--- src/hdl/ltf_map.vh ---
// Register map, field positions, reset values and counts for the final training phase controller.
// Assumes inclusion by bare name from the controller source only.
`ifndef LTF_MAP_VH
`define LTF_MAP_VH
`define LTF_ADR_CTRL        8'h00
`define LTF_ADR_RETRY_CFG   8'h04
`define LTF_ADR_TIMER_CFG   8'h08
`define LTF_ADR_STATUS      8'h0C
`define LTF_ADR_EXCHANGE    8'h10
`define LTF_CTRL_AC_MODE    0
`define LTF_CTRL_DESKEW_MK  1
`define LTF_CTRL_FLOOD      2
`define LTF_CTRL_LOOPBACK   3
`define LTF_CTRL_RST        4'h1
`define LTF_RETRY_CFG_RST   32'h0000_0803
`define LTF_TIMER_CFG_RST   32'h0006_0100
`define LTF_STAT_INIT_DONE  16
`define LTF_STAT_LINK_FAIL  17
`define LTF_PATTERN_COUNT   4'h8
`define LTF_SKEW_ELECTRICAL 8'h04
`define LTF_SKEW_WIDE       8'h06
`define LTF_SKEW_LOOP_WIDE  8'h0B
`define LTF_SKEW_LOOP_CORE  8'h01
`define LTF_SCR_SEED        16'hFFFF
`define LTF_ST_T3           8'h01
`define LTF_ST_WAIT         8'h02
`define LTF_ST_OP           8'h04
`define LTF_ST_RETRY        8'h08
`define LTF_ST_T0           8'h10
`define LTF_ST_DISC         8'h20
`define LTF_ST_FLOOD        8'h40
`define LTF_ST_WARM         8'h80
`endif

--- src/hdl/ltf_train3.v ---
// Final training phase and operational state controller for one link endpoint, with a Wishbone slave.
// Assumes lane logic on sys_clk gives one-cycle event pulses; pins and link clock are asynchronous.
// Function
// - Final phase failure sends transmitter and every receiver lane back to first training state.
// - Transmitter already operational goes through retry-disconnect before first training state.
// - First state timer unchanged on fall-back unless short attempts exceeded.
// - Marker arrival spread beyond skew limit acts as timeout with zero first timer.
// - Deskew at pattern transition or on marker; optionally require marker on all lanes.
// - Transmitter may finish final phase under power stop, then tear down from wait or operation.
// - Receiver may go straight to disconnected together with the transmitter.
// - Final phase timer starts when transmitter or first receiver lane enters phase.
// - Receive FIFO read pointer starts only at the end-of-training marker.
// - FIFO skew tolerance at least six bit-times for wide links.
// - Loopback skew tolerance eleven bit-times plus one core clock.
// - In AC mode first characters in operation assume negative running disparity.
// - Send idles with ack pointer and credits, wait for peer's idles.
// - Replay history starting one past the peer's reported ack pointer.
// - Scrambler holds all-ones for first operational bit-time.
// - Link reset goes to warm reset; power stop goes to teardown state.
// - Local or received sync flood in operation floods every link.
// - Any received error in operation goes to retry-disconnect.
// - Disconnect idle followed by plain idle triggers retry-disconnect.
// - Two consecutive disconnect idles go to power stop teardown.
// - Early operational receiver retries at once; transmitter follows once it is in wait or operation.
// - First good CRC packet sets init complete and clears receive retry counter.
// - Send eight third phase patterns, one marker, then seed and enable scrambler.
// - Marker on any lane seeds descrambler, enables checks, accepts valid data.
//
// Decided for this implementation: the placing of the registers and the Wishbone interface to the registers.
`timescale 1ns/10ps
`include "ltf_map.vh"
module ltf_train3 (
  input  wire        sys_clk,
  input  wire        arst_n,
  input  wire        wb_cyc_i,
  input  wire        wb_stb_i,
  input  wire        wb_we_i,
  input  wire [7:0]  wb_adr_i,
  input  wire [3:0]  wb_sel_i,
  input  wire [31:0] wb_dat_i,
  output reg  [31:0] wb_dat_o,
  output reg         wb_ack_o,
  input  wire        link_clk,
  input  wire        link_reset_in_n,
  input  wire        power_stop_input_n,
  input  wire        tx_t2_done,
  input  wire [3:0]  rx_lane_t3,
  input  wire        tx_symbol_done,
  input  wire [3:0]  rx_lane_marker,
  input  wire        rx_deskewed,
  input  wire        rx_error,
  input  wire        rx_idle_valid,
  input  wire        rx_idle_disc,
  input  wire [7:0]  rx_idle_ack_ptr,
  input  wire [7:0]  rx_idle_credits,
  input  wire        rx_good_crc,
  input  wire        flood_received,
  input  wire        retry_disc_done,
  output reg  [7:0]  tx_state,
  output reg  [7:0]  rx_state,
  output reg         tx_send_marker,
  output reg         tx_scr_load,
  output reg  [15:0] tx_scr_seed,
  output reg         tx_scr_en,
  output reg         tx_disp_neg,
  output reg         tx_send_idle,
  output reg         tx_replay_start,
  output reg  [7:0]  tx_replay_ptr,
  output reg         rx_descr_load,
  output reg         rx_check_en,
  output reg         rx_data_valid,
  output reg         rx_fifo_rd_start,
  output reg         first_timer_full,
  output reg         first_timer_zero,
  output reg         all_links_flood
);
  localparam LANES = 4;
  // Synchronisers: only the second stage is read by logic.
  reg  [2:0] sync_a;
  reg  [2:0] sync_b;
  reg        link_clk_d;
  always @(posedge sys_clk or negedge arst_n) begin
    if (!arst_n) begin
      sync_a     <= 3'h6;
      sync_b     <= 3'h6;
      link_clk_d <= 1'b0;
    end else begin
      sync_a     <= {power_stop_input_n, link_reset_in_n, link_clk};
      sync_b     <= sync_a;
      link_clk_d <= sync_b[0];
    end
  end
  wire link_edge = sync_b[0] & ~link_clk_d;
  wire reset_req = ~sync_b[1];
  wire pstop_req = ~sync_b[2];
  // Software registers.
  reg  [3:0]  ctrl;
  reg  [31:0] retry_cfg;
  reg  [31:0] timer_cfg;
  reg         init_done;
  reg         link_fail;
  reg  [3:0]  retry_cnt;
  reg  [3:0]  total_cnt;
  reg  [7:0]  rx_retries;
  reg  [7:0]  peer_credits;
  reg         flood_sw;
  wire        wb_req = wb_cyc_i & wb_stb_i & ~wb_ack_o;
  // Writes land at the edge where the master samples ack high, so the register changes with the answer.
  wire        wb_wr  = wb_cyc_i & wb_stb_i & wb_ack_o & wb_we_i & wb_sel_i[0];
  wire        clr_init = wb_wr & (wb_adr_i == `LTF_ADR_STATUS) & wb_sel_i[2] & wb_dat_i[`LTF_STAT_INIT_DONE];
  // Bus slave: ack one cycle after the strobe, unmapped reads return zero and writes are dropped.
  always @(posedge sys_clk or negedge arst_n) begin
    if (!arst_n) begin
      wb_ack_o  <= 1'b0;
      wb_dat_o  <= 32'h0000_0000;
      ctrl      <= `LTF_CTRL_RST;
      retry_cfg <= `LTF_RETRY_CFG_RST;
      timer_cfg <= `LTF_TIMER_CFG_RST;
      flood_sw  <= 1'b0;
    end else begin
      wb_ack_o <= wb_req;
      flood_sw <= 1'b0;
      if (wb_wr && wb_adr_i == `LTF_ADR_CTRL) begin
        ctrl     <= {wb_dat_i[3], 1'b0, wb_dat_i[1:0]};
        flood_sw <= wb_dat_i[`LTF_CTRL_FLOOD];
      end
      if (wb_wr && wb_adr_i == `LTF_ADR_RETRY_CFG)
        retry_cfg <= {20'h00000, wb_dat_i[11:8], 4'h0, wb_dat_i[3:0]};
      if (wb_wr && wb_adr_i == `LTF_ADR_TIMER_CFG)
        timer_cfg <= {8'h00, wb_dat_i[23:0]};
      case (wb_adr_i)
        `LTF_ADR_CTRL:      wb_dat_o <= {28'h0000000, ctrl};
        `LTF_ADR_RETRY_CFG: wb_dat_o <= retry_cfg;
        `LTF_ADR_TIMER_CFG: wb_dat_o <= timer_cfg;
        `LTF_ADR_STATUS:    wb_dat_o <= {14'h0000, link_fail, init_done, rx_state, tx_state};
        `LTF_ADR_EXCHANGE:  wb_dat_o <= {rx_retries, total_cnt, retry_cnt, peer_credits, tx_replay_ptr};
        default:            wb_dat_o <= 32'h0000_0000;
      endcase
    end
  end
  // Per-lane marker capture with arrival stamp in link bit-times.
  reg  [15:0] phase_time;
  reg  [LANES-1:0] lane_seen;
  reg  [15:0] first_stamp;
  reg  [15:0] last_stamp;
  genvar g;
  generate
    for (g = 0; g < LANES; g = g + 1) begin : g_lane
      always @(posedge sys_clk or negedge arst_n) begin
        if (!arst_n)
          lane_seen[g] <= 1'b0;
        else if (rx_state != `LTF_ST_T3)
          lane_seen[g] <= 1'b0;
        else if (rx_lane_marker[g])
          lane_seen[g] <= 1'b1;
      end
    end
  endgenerate
  wire any_marker = |(rx_lane_marker & ~lane_seen);
  wire all_seen   = &(lane_seen | rx_lane_marker);
  // Skew limit never drops below the FIFO tolerance for wide or looped links.
  wire [7:0] skew_floor = ctrl[`LTF_CTRL_LOOPBACK] ? (`LTF_SKEW_LOOP_WIDE + `LTF_SKEW_LOOP_CORE) : `LTF_SKEW_WIDE;
  wire [7:0] skew_limit = (timer_cfg[23:16] > skew_floor) ? timer_cfg[23:16] : skew_floor;
  // A late lane is measured in its own arrival cycle, so with marker deskew the receiver cannot leave the phase before the last lane.
  wire [15:0] spread    = (any_marker ? phase_time : last_stamp) - first_stamp;
  wire skew_fail  = (rx_state == `LTF_ST_T3) & (|lane_seen) & (spread > {8'h00, skew_limit});
  wire in_t3      = (tx_state == `LTF_ST_T3) | (rx_state == `LTF_ST_T3);
  wire timeout    = in_t3 & (phase_time >= timer_cfg[15:0]);
  wire fallback   = (timeout | skew_fail) & ~reset_req;
  // Final phase timer runs from the first of transmitter or any receiver lane entering.
  always @(posedge sys_clk or negedge arst_n) begin
    if (!arst_n) begin
      phase_time  <= 16'h0000;
      first_stamp <= 16'h0000;
      last_stamp  <= 16'h0000;
    end else begin
      if (!in_t3 || fallback)
        phase_time <= 16'h0000;
      else if (link_edge && phase_time != 16'hFFFF)
        phase_time <= phase_time + 16'h0001;
      if (rx_state == `LTF_ST_T3 && any_marker) begin
        if (lane_seen == {LANES{1'b0}})
          first_stamp <= phase_time;
        last_stamp <= phase_time;
      end else if (rx_state != `LTF_ST_T3) begin
        first_stamp <= 16'h0000;
        last_stamp  <= 16'h0000;
      end
    end
  end
  // Attempt bookkeeping on each fall-back; counters saturate so the limit test stays valid.
  wire short_over = (retry_cnt == 4'hF) | ((retry_cnt + 4'h1) > retry_cfg[3:0]);
  wire total_over = (total_cnt == 4'hF) | ((total_cnt + 4'h1) > retry_cfg[11:8]);
  wire give_up    = fallback & short_over & total_over;
  wire flood_now  = ((flood_sw | flood_received) & ((tx_state == `LTF_ST_OP) | (rx_state == `LTF_ST_OP))) | give_up;
  always @(posedge sys_clk or negedge arst_n) begin
    if (!arst_n) begin
      retry_cnt        <= 4'h0;
      total_cnt        <= 4'h0;
      rx_retries       <= 8'h00;
      first_timer_full <= 1'b0;
      first_timer_zero <= 1'b0;
      link_fail        <= 1'b0;
      init_done        <= 1'b0;
    end else begin
      if (fallback) begin
        if (retry_cnt != 4'hF) retry_cnt <= retry_cnt + 4'h1;
        if (total_cnt != 4'hF) total_cnt <= total_cnt + 4'h1;
        if (rx_retries != 8'hFF) rx_retries <= rx_retries + 8'h01;
        first_timer_zero <= skew_fail;
        if (short_over && !total_over)
          first_timer_full <= 1'b1;
        if (give_up)
          link_fail <= 1'b1;
      end else if (rx_good_crc && rx_state == `LTF_ST_OP) begin
        rx_retries       <= 8'h00;
        retry_cnt        <= 4'h0;
        first_timer_full <= 1'b0;
        first_timer_zero <= 1'b0;
      end
      // A good packet in the same cycle as a software clear keeps the flag set.
      if (rx_good_crc && rx_state == `LTF_ST_OP)
        init_done <= 1'b1;
      else if (clr_init)
        init_done <= 1'b0;
    end
  end
  // Transmitter sequencing: patterns, marker, scrambler seed, idle exchange and replay.
  reg  [3:0] pat_cnt;
  reg  [7:0] next_tx_state;
  reg        last_disc;
  wire       rx_retry_ev = rx_error | (rx_idle_valid & ~rx_idle_disc & last_disc);
  wire       rx_disc2    = rx_idle_valid & rx_idle_disc & last_disc;
  always @* begin
    next_tx_state = tx_state;
    case (tx_state)
      `LTF_ST_T0: if (tx_t2_done) next_tx_state = `LTF_ST_T3;
      `LTF_ST_T3: begin
        if (fallback) next_tx_state = `LTF_ST_T0;
        else if (tx_symbol_done && pat_cnt == `LTF_PATTERN_COUNT)
          next_tx_state = `LTF_ST_WAIT;
      end
      `LTF_ST_WAIT, `LTF_ST_OP: begin
        if (pstop_req) next_tx_state = `LTF_ST_DISC;
        else if (fallback) next_tx_state = `LTF_ST_RETRY;
        else if (rx_state == `LTF_ST_RETRY) next_tx_state = `LTF_ST_RETRY;
        else if (tx_state == `LTF_ST_WAIT && rx_idle_valid && !rx_idle_disc) next_tx_state = `LTF_ST_OP;
      end
      `LTF_ST_RETRY: if (retry_disc_done) next_tx_state = `LTF_ST_T0;
      `LTF_ST_DISC:  if (!pstop_req) next_tx_state = `LTF_ST_T0;
      `LTF_ST_WARM:  if (!reset_req) next_tx_state = `LTF_ST_T0;
      `LTF_ST_FLOOD: next_tx_state = `LTF_ST_FLOOD;
      default:       next_tx_state = `LTF_ST_T0;
    endcase
    if (flood_now && tx_state != `LTF_ST_WARM) next_tx_state = `LTF_ST_FLOOD;
    if (reset_req) next_tx_state = `LTF_ST_WARM;
  end
  always @(posedge sys_clk or negedge arst_n) begin
    if (!arst_n) begin
      tx_state        <= `LTF_ST_T0;
      pat_cnt         <= 4'h0;
      tx_send_marker  <= 1'b0;
      tx_scr_load     <= 1'b0;
      tx_scr_seed     <= 16'h0000;
      tx_scr_en       <= 1'b0;
      tx_disp_neg     <= 1'b0;
      tx_send_idle    <= 1'b0;
      tx_replay_start <= 1'b0;
      tx_replay_ptr   <= 8'h00;
      peer_credits    <= 8'h00;
      all_links_flood <= 1'b0;
    end else begin
      tx_state        <= next_tx_state;
      tx_scr_load     <= 1'b0;
      tx_disp_neg     <= 1'b0;
      tx_replay_start <= 1'b0;
      if (tx_state == `LTF_ST_T3 && tx_symbol_done && pat_cnt != `LTF_PATTERN_COUNT)
        pat_cnt <= pat_cnt + 4'h1;
      else if (tx_state != `LTF_ST_T3)
        pat_cnt <= 4'h0;
      tx_send_marker <= (next_tx_state == `LTF_ST_T3) &
                        ((pat_cnt == `LTF_PATTERN_COUNT) | (tx_symbol_done & pat_cnt == `LTF_PATTERN_COUNT - 4'h1));
      if (tx_state == `LTF_ST_T3 && next_tx_state == `LTF_ST_WAIT) begin
        tx_scr_load <= 1'b1;
        tx_scr_seed <= `LTF_SCR_SEED;
        tx_scr_en   <= 1'b1;
        tx_disp_neg <= ctrl[`LTF_CTRL_AC_MODE];
      end else if (next_tx_state == `LTF_ST_T0 || next_tx_state == `LTF_ST_WARM) begin
        tx_scr_en <= 1'b0;
      end
      tx_send_idle <= (next_tx_state == `LTF_ST_WAIT);
      if (tx_state == `LTF_ST_WAIT && next_tx_state == `LTF_ST_OP) begin
        tx_replay_start <= 1'b1;
        tx_replay_ptr   <= rx_idle_ack_ptr + 8'h01;
        peer_credits    <= rx_idle_credits;
      end
      // The flood output stays set until a link reset clears it.
      if (next_tx_state == `LTF_ST_FLOOD)
        all_links_flood <= 1'b1;
      else if (reset_req)
        all_links_flood <= 1'b0;
    end
  end
  // Receiver sequencing: marker handling, deskew decision and operational exits.
  reg  [7:0] next_rx_state;
  wire       deskew_ok = ctrl[`LTF_CTRL_DESKEW_MK] ? all_seen : rx_deskewed;
  always @* begin
    next_rx_state = rx_state;
    case (rx_state)
      `LTF_ST_T0: if (|rx_lane_t3) next_rx_state = `LTF_ST_T3;
      `LTF_ST_T3: begin
        if (fallback) next_rx_state = `LTF_ST_T0;
        else if (pstop_req && next_tx_state == `LTF_ST_DISC) next_rx_state = `LTF_ST_DISC;
        else if ((rx_check_en | any_marker) && deskew_ok && !skew_fail) next_rx_state = `LTF_ST_OP;
      end
      `LTF_ST_OP: begin
        if (pstop_req || rx_disc2) next_rx_state = `LTF_ST_DISC;
        else if (rx_retry_ev || fallback) next_rx_state = `LTF_ST_RETRY;
      end
      `LTF_ST_RETRY: if (retry_disc_done) next_rx_state = `LTF_ST_T0;
      `LTF_ST_DISC:  if (!pstop_req) next_rx_state = `LTF_ST_T0;
      `LTF_ST_WARM:  if (!reset_req) next_rx_state = `LTF_ST_T0;
      `LTF_ST_FLOOD: next_rx_state = `LTF_ST_FLOOD;
      default:       next_rx_state = `LTF_ST_T0;
    endcase
    if (next_tx_state == `LTF_ST_DISC && rx_state != `LTF_ST_RETRY) next_rx_state = `LTF_ST_DISC;
    if (flood_now && rx_state != `LTF_ST_WARM) next_rx_state = `LTF_ST_FLOOD;
    if (reset_req) next_rx_state = `LTF_ST_WARM;
  end
  always @(posedge sys_clk or negedge arst_n) begin
    if (!arst_n) begin
      rx_state         <= `LTF_ST_T0;
      rx_descr_load    <= 1'b0;
      rx_check_en      <= 1'b0;
      rx_data_valid    <= 1'b0;
      rx_fifo_rd_start <= 1'b0;
      last_disc        <= 1'b0;
    end else begin
      rx_state      <= next_rx_state;
      rx_descr_load <= 1'b0;
      if (rx_state == `LTF_ST_T3 && any_marker && !rx_check_en) begin
        rx_descr_load    <= 1'b1;
        rx_check_en      <= 1'b1;
        rx_data_valid    <= 1'b1;
        rx_fifo_rd_start <= 1'b1;
      end else if (next_rx_state != `LTF_ST_T3 && next_rx_state != `LTF_ST_OP) begin
        rx_check_en      <= 1'b0;
        rx_data_valid    <= 1'b0;
        rx_fifo_rd_start <= 1'b0;
      end
      if (rx_state != `LTF_ST_OP)
        last_disc <= 1'b0;
      else if (rx_idle_valid)
        last_disc <= rx_idle_disc;
    end
  end
endmodule // ltf_train3

--- config.mk ---
export PLATFORM = sky130hd
export DESIGN_NAME = ltf_train3
export DESIGN_NICKNAME = d
export VERILOG_FILES = /design/src/hdl/ltf_train3.v
export VERILOG_INCLUDE_DIRS = /design/src /design/src/hdl
export SDC_FILE = /design/constraint.sdc
export NUM_CORES = 1
export LEC_CHECK = 0
export BUFFER_PORTS_ARGS = -buffer_cell sky130_fd_sc_hd__buf_2
export CAP_MARGIN = 5
export CORE_UTILIZATION = 45
export DETAILED_ROUTE_END_ITERATION = 6
export MAX_ROUTING_LAYER = met4
export PLACE_DENSITY_LB_ADDON = 0.1
export SYNTH_ARGS = -nofsm -noshare
export SYNTH_HDL_FRONTEND = slang
export SYNTH_SLANG_ARGS = --single-unit
--- constraint.sdc ---
create_clock -name sys_clk -period 5.4 [get_ports sys_clk]
set_clock_uncertainty 0.1 [all_clocks]
set_input_delay 0 -clock sys_clk [delete_from_list [all_inputs] [get_ports sys_clk]]
set_output_delay 0 -clock sys_clk [all_outputs]
set_load 0.05 [all_outputs]
==> reports/metrics.yaml, run 1 <==
fin_tns_setup_ps: 0
grt_usage: 0.246
io_buffers: 160
rrSetupSlack_ps: 180
worstPathRequired_ps: 5610
switchingPower_uw: 699
p_per_area_mw_per_mm2: 223
cp-end-kind: "flip-flop"
cp_slowest_stage_delay_ps: 480
max_freq_mhz: 191
worst_pin_slew_ps: 915
layout-drive-gt1-share: 0.217
synth_top_area_cell: "dfrtp_1"
netSwitchingFraction: 0.240
relSlewSlack: 0.390
finalWirelength_um: 28400
intPower_uw: 2210
initial_core_util: 0.463
antenna_found_initial: 0
avgSynthCellArea_um2: 9.89
hold_depth: 4
place.gp.congestion: 0.916
fill_cells: 2048
maxCapViolCount: 0
worstReg2RegStart: "lane_seen[0]$_DFFE_PN0P_"
whs_ps: 41.9
area_growth_pct: 23.2
ant_nets: 0
ys_types: 66
nets: 1435
path_clk_slew_ps: 70
async_reset_ff_frac: 1.00
viasPerCell: 5.38
overflow: 0
cts_tree: "built"
dr.first_iter.drc_count: 519
worstHoldPathType: "in -> reg"
p_total_uw: 2910
dr_total_vias: 8715
synth_edf_count: 0
stdcell_area_mm2: 0.0130
grt_max_degree: 116
final_max_slew_viol_count: 0
dp_cells: 1517
core_area_mm2: 0.0228
synthTopCellsByArea: "dfrtp_1 43%, ha_1 6.6%, mux2_2 3.4%"
wire_per_inst_um: 17.5
cp_slowest_cell: "a2111oi_0"
final_cell_mix: "182 x dfrtp_1, 159 x buf_2, 95 x nand2_1, 72 x nor2_1, 65 x o21ai_0"
n_antenna_cell: 0
synth-seq-area-share: 0.463
synthCells: 1069
cts-htree-levels: 4
r2r_cells: 21
path_class: "reg -> reg"
dieHeight_um: 155
ioPinCount: 171
cts_max_path_buffers: 2
postPlaceCellArea_mm2: 0.0117
finalHoldViolCount: 0
start_kind: "flip-flop"
clk_latency_ps: 440
synthesis.nets: 1211
netlist_area_mm2: 0.0106
clkSinkCount: 195
min-delay-start: "wb_cyc_i"
arrival_ps: 5430
dp_hpwl_um: 20700
route.detailed.drc: 0
finalCriticalPeriod_ps: 5220
final_common_cell: "dfrtp_1"
ys_ff_latch: 195
worstPathMaxFanout: 15
setup_viol: 0
dieArea_mm2: 0.0241
yosysWarnings: 0
holdPathEnd: "flood_sw$_DFF_PN0_"
timing.rr.end: "tx_replay_ptr[6]$_DFFE_PN0P_"
synth_top_area_share: 0.431
ir_drop_mv: 0.151
final_cells: 1619
grt_pass1_vias: 8427
path_common_cell: "buf_4"
cts-root-buf: "clkbuf_16"
status: "complete, no violations"
die_w_um: 155
crit_chain: "nor2b_1 -> a2111oi_4 -> buf_6 -> buf_4 -> inv_1 -> buf_4 -> nand2_1 -> nand2_1 -> ha_1 -> a21oi_1 -> o21ai_0 -> a2111oi_0 -> o22ai_1 -> xnor2_1 -> nor4_4 -> a211oi_2 -> a2111o_1 -> nor4_4 -> buf_4 -> buf_12 -> mux2_1"
rows: 55
clockPowerShare: 0.431
fin_crit_sh: 0.967
drt_pass1_iterations: 5
seqPwrFrac: 0.509
grt_first_pass_wirelength_um: 44800
power_frac_comb: 0.060
numCtsBuffers: 17
synth-main-ff-cell: "dfrtp_1"
p_leak_uw: 0.00640
==> cell type report <==
class	count	area, µm²	share of cell area
timing repair buffer	255	1720	0.132
tap	313	392	0.0301
inverter	63	236	0.0182
multi-input combinational	761	5210	0.400
clock buffer	21	450	0.0346
clock inverter	11	121	0.00932
sequential	195	4900	0.376
==> worst max-delay path, delay by kind of cell (launching register included) <==
| family | cells | cell delay [ps] |
|---|---|---|
| compound gates | 7 | 1970 |
| xor+xnor | 1 | 180 |
| fa+ha+maj | 1 | 350 |
| buf+inv | 6 | 1010 |
| flops | 1 | 400 |
| mux | 1 | 340 |
| simple gates | 5 | 730 |
==> through the flow <==
| stage | util | setup WS, ps |
|---|---|---|
| floorplan | - | 41.1 |
| global placement | 0.514 | 229 |
| detailed placement | 0.514 | 163 |
| CTS | 0.566 | 120 |
| global route | 0.570 | -50.5 |
| finish | 0.570 | 177 |
==> synthesized netlist by cell type, drive strengths merged (4+ instances only) <==
| library cell | n |
|---|---|
| nor3 | 31 |
| o21bai | 4 |
| a31oi | 6 |
| inv | 62 |
| dfrtp | 182 |
| nor3b | 4 |
| buf | 21 |
| nand3b | 7 |
| dfstp | 13 |
| a21o | 7 |
| ha | 56 |
| nor2b | 36 |
| xor2 | 24 |
| or3 | 8 |
| nand2b | 11 |
| nand3 | 29 |
| o21ai | 66 |
| or4 | 4 |
| nor4 | 11 |
| nand2 | 95 |
| a22o | 25 |
| o21a | 9 |
| and2 | 14 |
| xnor2 | 20 |
| a21oi | 60 |
| o211ai | 7 |
| mux2 | 40 |
| o31ai | 5 |
| mux2i | 27 |
| a221o | 6 |
| clkbuf | 29 |
| and3 | 17 |
| nor2 | 72 |
| a211oi | 6 |
| nand4 | 13 |
| a2111oi | 4 |
==> how the worst max path moves through the flow <==
stage                     cells after the start  slack (ps)                     start                      endpoint
after global placement                       21         230  lane_seen[0]$_DFFE_PN0P_   peer_credits[1]$_DFFE_PN0P_
final                                        21         180  lane_seen[0]$_DFFE_PN0P_  tx_replay_ptr[6]$_DFFE_PN0P_
after detailed placement                     20         160  lane_seen[0]$_DFFE_PN0P_   peer_credits[5]$_DFFE_PN0P_
after global routing                         21         -50  lane_seen[0]$_DFFE_PN0P_  tx_replay_ptr[6]$_DFFE_PN0P_
after CTS                                    20         120  lane_seen[0]$_DFFE_PN0P_   peer_credits[5]$_DFFE_PN0P_
after floorplan                              23          40  lane_seen[0]$_DFFE_PN0P_   peer_credits[6]$_DFFE_PN0P_
==> per-layer routing <==
| metal | global-route usage | routed length, µm | part of all wire |
|---|---|---|---|
| met1 | 0.330 | 13200 | 0.47 |
| met5 | - | 0 | 0 |
| met2 | 0.403 | 13600 | 0.48 |
| met3 | 0.0234 | 1290 | 0.045 |
| met4 | 0.0616 | 282 | 0.0099 |
==> what timing repair did <==
| item | CTS | global route |
|---|---|---|
| hold endpoints to repair | 172 | 0 |
| endpoints found under the setup margin | 0 | 14 |
| buffers inserted | 0 | 7 |
| hold buffers | 62 | 0 |
| gates resized for setup | 0 | 4 |
==> kinds of logic (layout without fill, tap and decap cells) <==
group           Yosys count  count (layout)  share of synthesized area
flops                   195             195                      0.463
xor+xnor                 44              44                     0.0364
other cells               1               1                   0.000355
fa+ha+maj                57              57                     0.0681
compound gates          227             227                      0.141
mux                      67              67                     0.0681
simple gates            365             365                      0.176
buf+inv                 113             350                     0.0470
==> flip-flops by register name, summed over array words and instances (netlist names), 3 cells and up <==
| name | flops |
|---|---|
| wb_dat_o | 32 |
| timer_cfg | 24 |
| first_stamp | 16 |
| last_stamp | 16 |
| phase_time | 16 |
| peer_credits | 8 |
| retry_cfg | 8 |
| rx_retries | 8 |
| rx_state | 8 |
| tx_replay_ptr | 8 |
| tx_state | 8 |
| lane_seen | 4 |
| pat_cnt | 4 |
| retry_cnt | 4 |
| total_cnt | 4 |
| ctrl | 3 |
| sync_a | 3 |
| sync_b | 3 |
==> power groups by stage <==
stage | clock, µW | combinational (µW) | sequential (µW)
4_1_cts | 1280 | 176 | 1480
3_5_place_dp | 0 | 141 | 1510
6_report | 1250 | 175 | 1480
5_1_grt | 1330 | 193 | 1480
3_3_place_gp | 0 | 140 | 1510
2_1_floorplan | 0 | 51.0 | 1510
No activity file was read; power rests on OpenSTA's default activity.
==> inputs of run 2 (changes only) <==
--- a/config.mk
+++ b/config.mk
@@ -9,3 +9,3 @@
 export BUFFER_PORTS_ARGS = -buffer_cell sky130_fd_sc_hd__buf_2
-export CAP_MARGIN = 5
+export CAP_MARGIN = 10
 export CORE_UTILIZATION = 45
@@ -13,3 +13,3 @@
 export MAX_ROUTING_LAYER = met4
-export PLACE_DENSITY_LB_ADDON = 0.1
+export PLACE_DENSITY = 0.68
 export SYNTH_ARGS = -nofsm -noshare
==> constraint.sdc (replaced) <==
create_clock -name sys_clk -period 5.4 [get_ports sys_clk]
set_clock_uncertainty 0.1 [all_clocks]
set_input_delay 0.81 -clock sys_clk [delete_from_list [all_inputs] [get_ports sys_clk]]
set_output_delay 0.81 -clock sys_clk [all_outputs]
set_load 0.05 [all_outputs]
==> reports/metrics.yaml, run 2 (synthesized netlist as in run 1, its figures left out) <==
status: "complete, no violations"  # unchanged
antenna_found_initial: 0  # unchanged
top_register: "wb_dat_o"  # unchanged
cts-root-buf: "clkbuf_16"  # unchanged
overflow: 0  # unchanged
setup_viol: 0  # unchanged
p_per_area_mw_per_mm2: 227  # was 223 mW/mm²
viasPerCell: 5.44  # was 5.38
grt_pass1_vias: 8462  # was 8427
cts_max_path_buffers: 2  # unchanged
stdcell_area_mm2: 0.0127  # was 0.0130 mm²
cp_slowest_cell: "a2111o_1"  # was a2111oi_0
n_antenna_cell: 0  # unchanged
layout-drive-gt1-share: 0.257  # was 0.217
fin_crit_sh: 0.968  # was 0.967
maxCapViolCount: 0  # unchanged
cts_tree: "built"  # unchanged
core_area_mm2: 0.0228  # unchanged
worst_pin_slew_ps: 932  # was 915 ps
path_clk_slew_ps: 80  # was 70 ps
cp_slowest_stage_delay_ps: 540  # was 480 ps
dieHeight_um: 155  # unchanged
whs_ps: 253  # was 41.9 ps
final_max_slew_viol_count: 0  # unchanged
worstHoldPathType: "reg -> reg"  # was in -> reg
numCtsBuffers: 17  # unchanged
relSlewSlack: 0.378  # was 0.390
largest_register_ffs: 32  # unchanged
hold_buffers: 0  # was 62
arrival_ps: 5480  # was 5430 ps
dp_hpwl_um: 20600  # was 20700 µm
pre_cts_ws_ps: -404  # was 163 ps
fin_tns_setup_ps: 0  # unchanged
postPlaceCellArea_mm2: 0.0121  # was 0.0117 mm²
p_leak_uw: 0.00631  # was 0.00640 µW
start_kind: "input port"  # was flip-flop
worstPathRequired_ps: 5650  # was 5610 ps
dieArea_mm2: 0.0241  # unchanged
grt_first_pass_wirelength_um: 43900  # was 44800 µm
nets: 1409  # was 1435
die_w_um: 155  # unchanged
worstPathMaxFanout: 6  # was 15
grt_max_degree: 118  # was 116
finalHoldViolCount: 0  # unchanged
top_regs: "wb_dat_o: 32 flops, timer_cfg: 24 flops"  # unchanged
cts-htree-levels: 4  # unchanged
clkSinkCount: 195  # unchanged
rows: 55  # unchanged
cp-end-kind: "flip-flop"  # unchanged
wire_per_inst_um: 16.8  # was 17.5 µm
final_cell_mix: "182 x dfrtp_1, 159 x buf_2, 95 x nand2_1, 72 x nor2_1, 67 x buf_4"  # was 182 x dfrtp_1, 159 x buf_2, 95 x nand2_1, 72 x nor2_1, 65 x o21ai_0
max_freq_mhz: 191  # about the same
fill_cells: 2027  # was 2048
dr_total_vias: 8671  # was 8715
io_buffers: 160  # unchanged
rsz0062_at_grt: "false"
fin_ws_ps: 173  # was 177 ps
area_growth_pct: 20.1  # was 23.2%
dr.first_iter.drc_count: 537  # was 519
ioPinCount: 171  # unchanged
path_class: "in -> reg"  # was reg -> reg
grt_usage: 0.239  # was 0.246
r2r_cells: 20  # was 21
hold_depth: 0  # was 4
ant_nets: 0  # unchanged
initial_core_util: 0.463  # unchanged
finalCriticalPeriod_ps: 5230  # was 5220 ps
final_common_cell: "dfrtp_1"  # unchanged
route.detailed.drc: 0  # unchanged
crit_chain: "buf_2 -> nor2b_4 -> a2111oi_4 -> buf_6 -> buf_4 -> mux2_2 -> ha_1 -> o211ai_1 -> a21o_1 -> a31o_2 -> xnor2_1 -> ha_1 -> nand4_1 -> a21oi_1 -> o22ai_2 -> o2111a_2 -> buf_4 -> a2111o_1 -> a21boi_0 -> o21ai_0 -> a31oi_1"  # was nor2b_1 -> a2111oi_4 -> buf_6 -> buf_4 -> inv_1 -> buf_4 -> nand2_1 -> nand2_1 -> ha_1 -> a21oi_1 -> o21ai_0 -> a2111oi_0 -> o22ai_1 -> xnor2_1 -> nor4_4 -> a211oi_2 -> a2111o_1 -> nor4_4 -> buf_4 -> buf_12 -> mux2_1
finalWirelength_um: 26700  # was 28400 µm
ir_drop_mv: 0.214  # was 0.151 mV
clk_latency_ps: 440  # about the same
place.gp.congestion: 0.910  # was 0.916
drt_pass1_iterations: 5  # unchanged
==> run 2: cell count changes in the layout (fill, tap and decap cells not counted), moves of 2 or more <==
cell	change
dlygate4sd3_1	-62
buf_4	+38
clkbuf_1	-3
inv_8	+2
==> run 2: routing by layer <==
layer	global-route usage	routed length (µm)
met1	0.297	12000
met2	0.402	13100
met3	0.0435	1210
met4	0.0640	456
met5	-	0
==> run 2: area by class of cell <==
| class | count | area [µm²] | share of cell area |
|---|---|---|---|
| Multi-Input combinational cell | 761 | 5250 | 0.413 |
| Sequential cell | 195 | 4900 | 0.385 |
| Timing Repair Buffer | 229 | 1340 | 0.106 |
| Clock buffer | 17 | 425 | 0.0335 |
| Tap cell | 313 | 392 | 0.0308 |
| Inverter | 63 | 236 | 0.0186 |
| Clock inverter | 15 | 168 | 0.0132 |
==> run 2: worst paths after layout <==
| kind | from | to | slack [ps] |
|---|---|---|---|
| max | rx_lane_marker[1] | all_links_flood$_DFFE_PN0P_ | 170 |
| min | sync_a[0]$_DFF_PN0_ | sync_b[0]$_DFF_PN0_ | 250 |
| max reg2reg | lane_seen[1]$_DFFE_PN0P_ | all_links_flood$_DFFE_PN0P_ | 270 |
| min reg2reg | sync_a[0]$_DFF_PN0_ | sync_b[0]$_DFF_PN0_ | 250 |
| max in group asynchronous | arst_n | last_stamp[8]$_DFFE_PN0P_ | 3710 |
| min in group asynchronous | arst_n | pat_cnt[1]$_DFFE_PN0P_ | 380 |
==> run 2: per-stage QoR <==
step,utilization,total power [µW],instances
final,0.556,2890,1593
after global routing,0.556,2990,1593
after CTS,0.556,2910,1593
after detailed placement,0.530,1650,1561
after global placement,0.530,1650,1561
after floorplan,-,1560,1069
==> run 2: worst max-delay path: cells and delay by family <==
kind | cells | cell delay [ps]
compound gates | 11 | 2690
fa+ha+maj | 2 | 630
buf+inv | 4 | 590
mux | 1 | 350
simple gates | 2 | 260
xor+xnor | 1 | 140
==> run 2: where the power goes <==
part,internal (µW),leakage [µW],switching [µW],total [µW]
Sequential,1470,0.00255,10.5,1480
Clock,659,0.000285,608,1270
Combinational,49.5,0.00348,92.1,142
Total,2180,0.00631,710,2890
==> run 2: what timing repair did <==
action                                  in CTS  in global routing
buffers inserted                             0                  0
gates resized for setup                      0                  4
endpoints found under the setup margin       0                 37
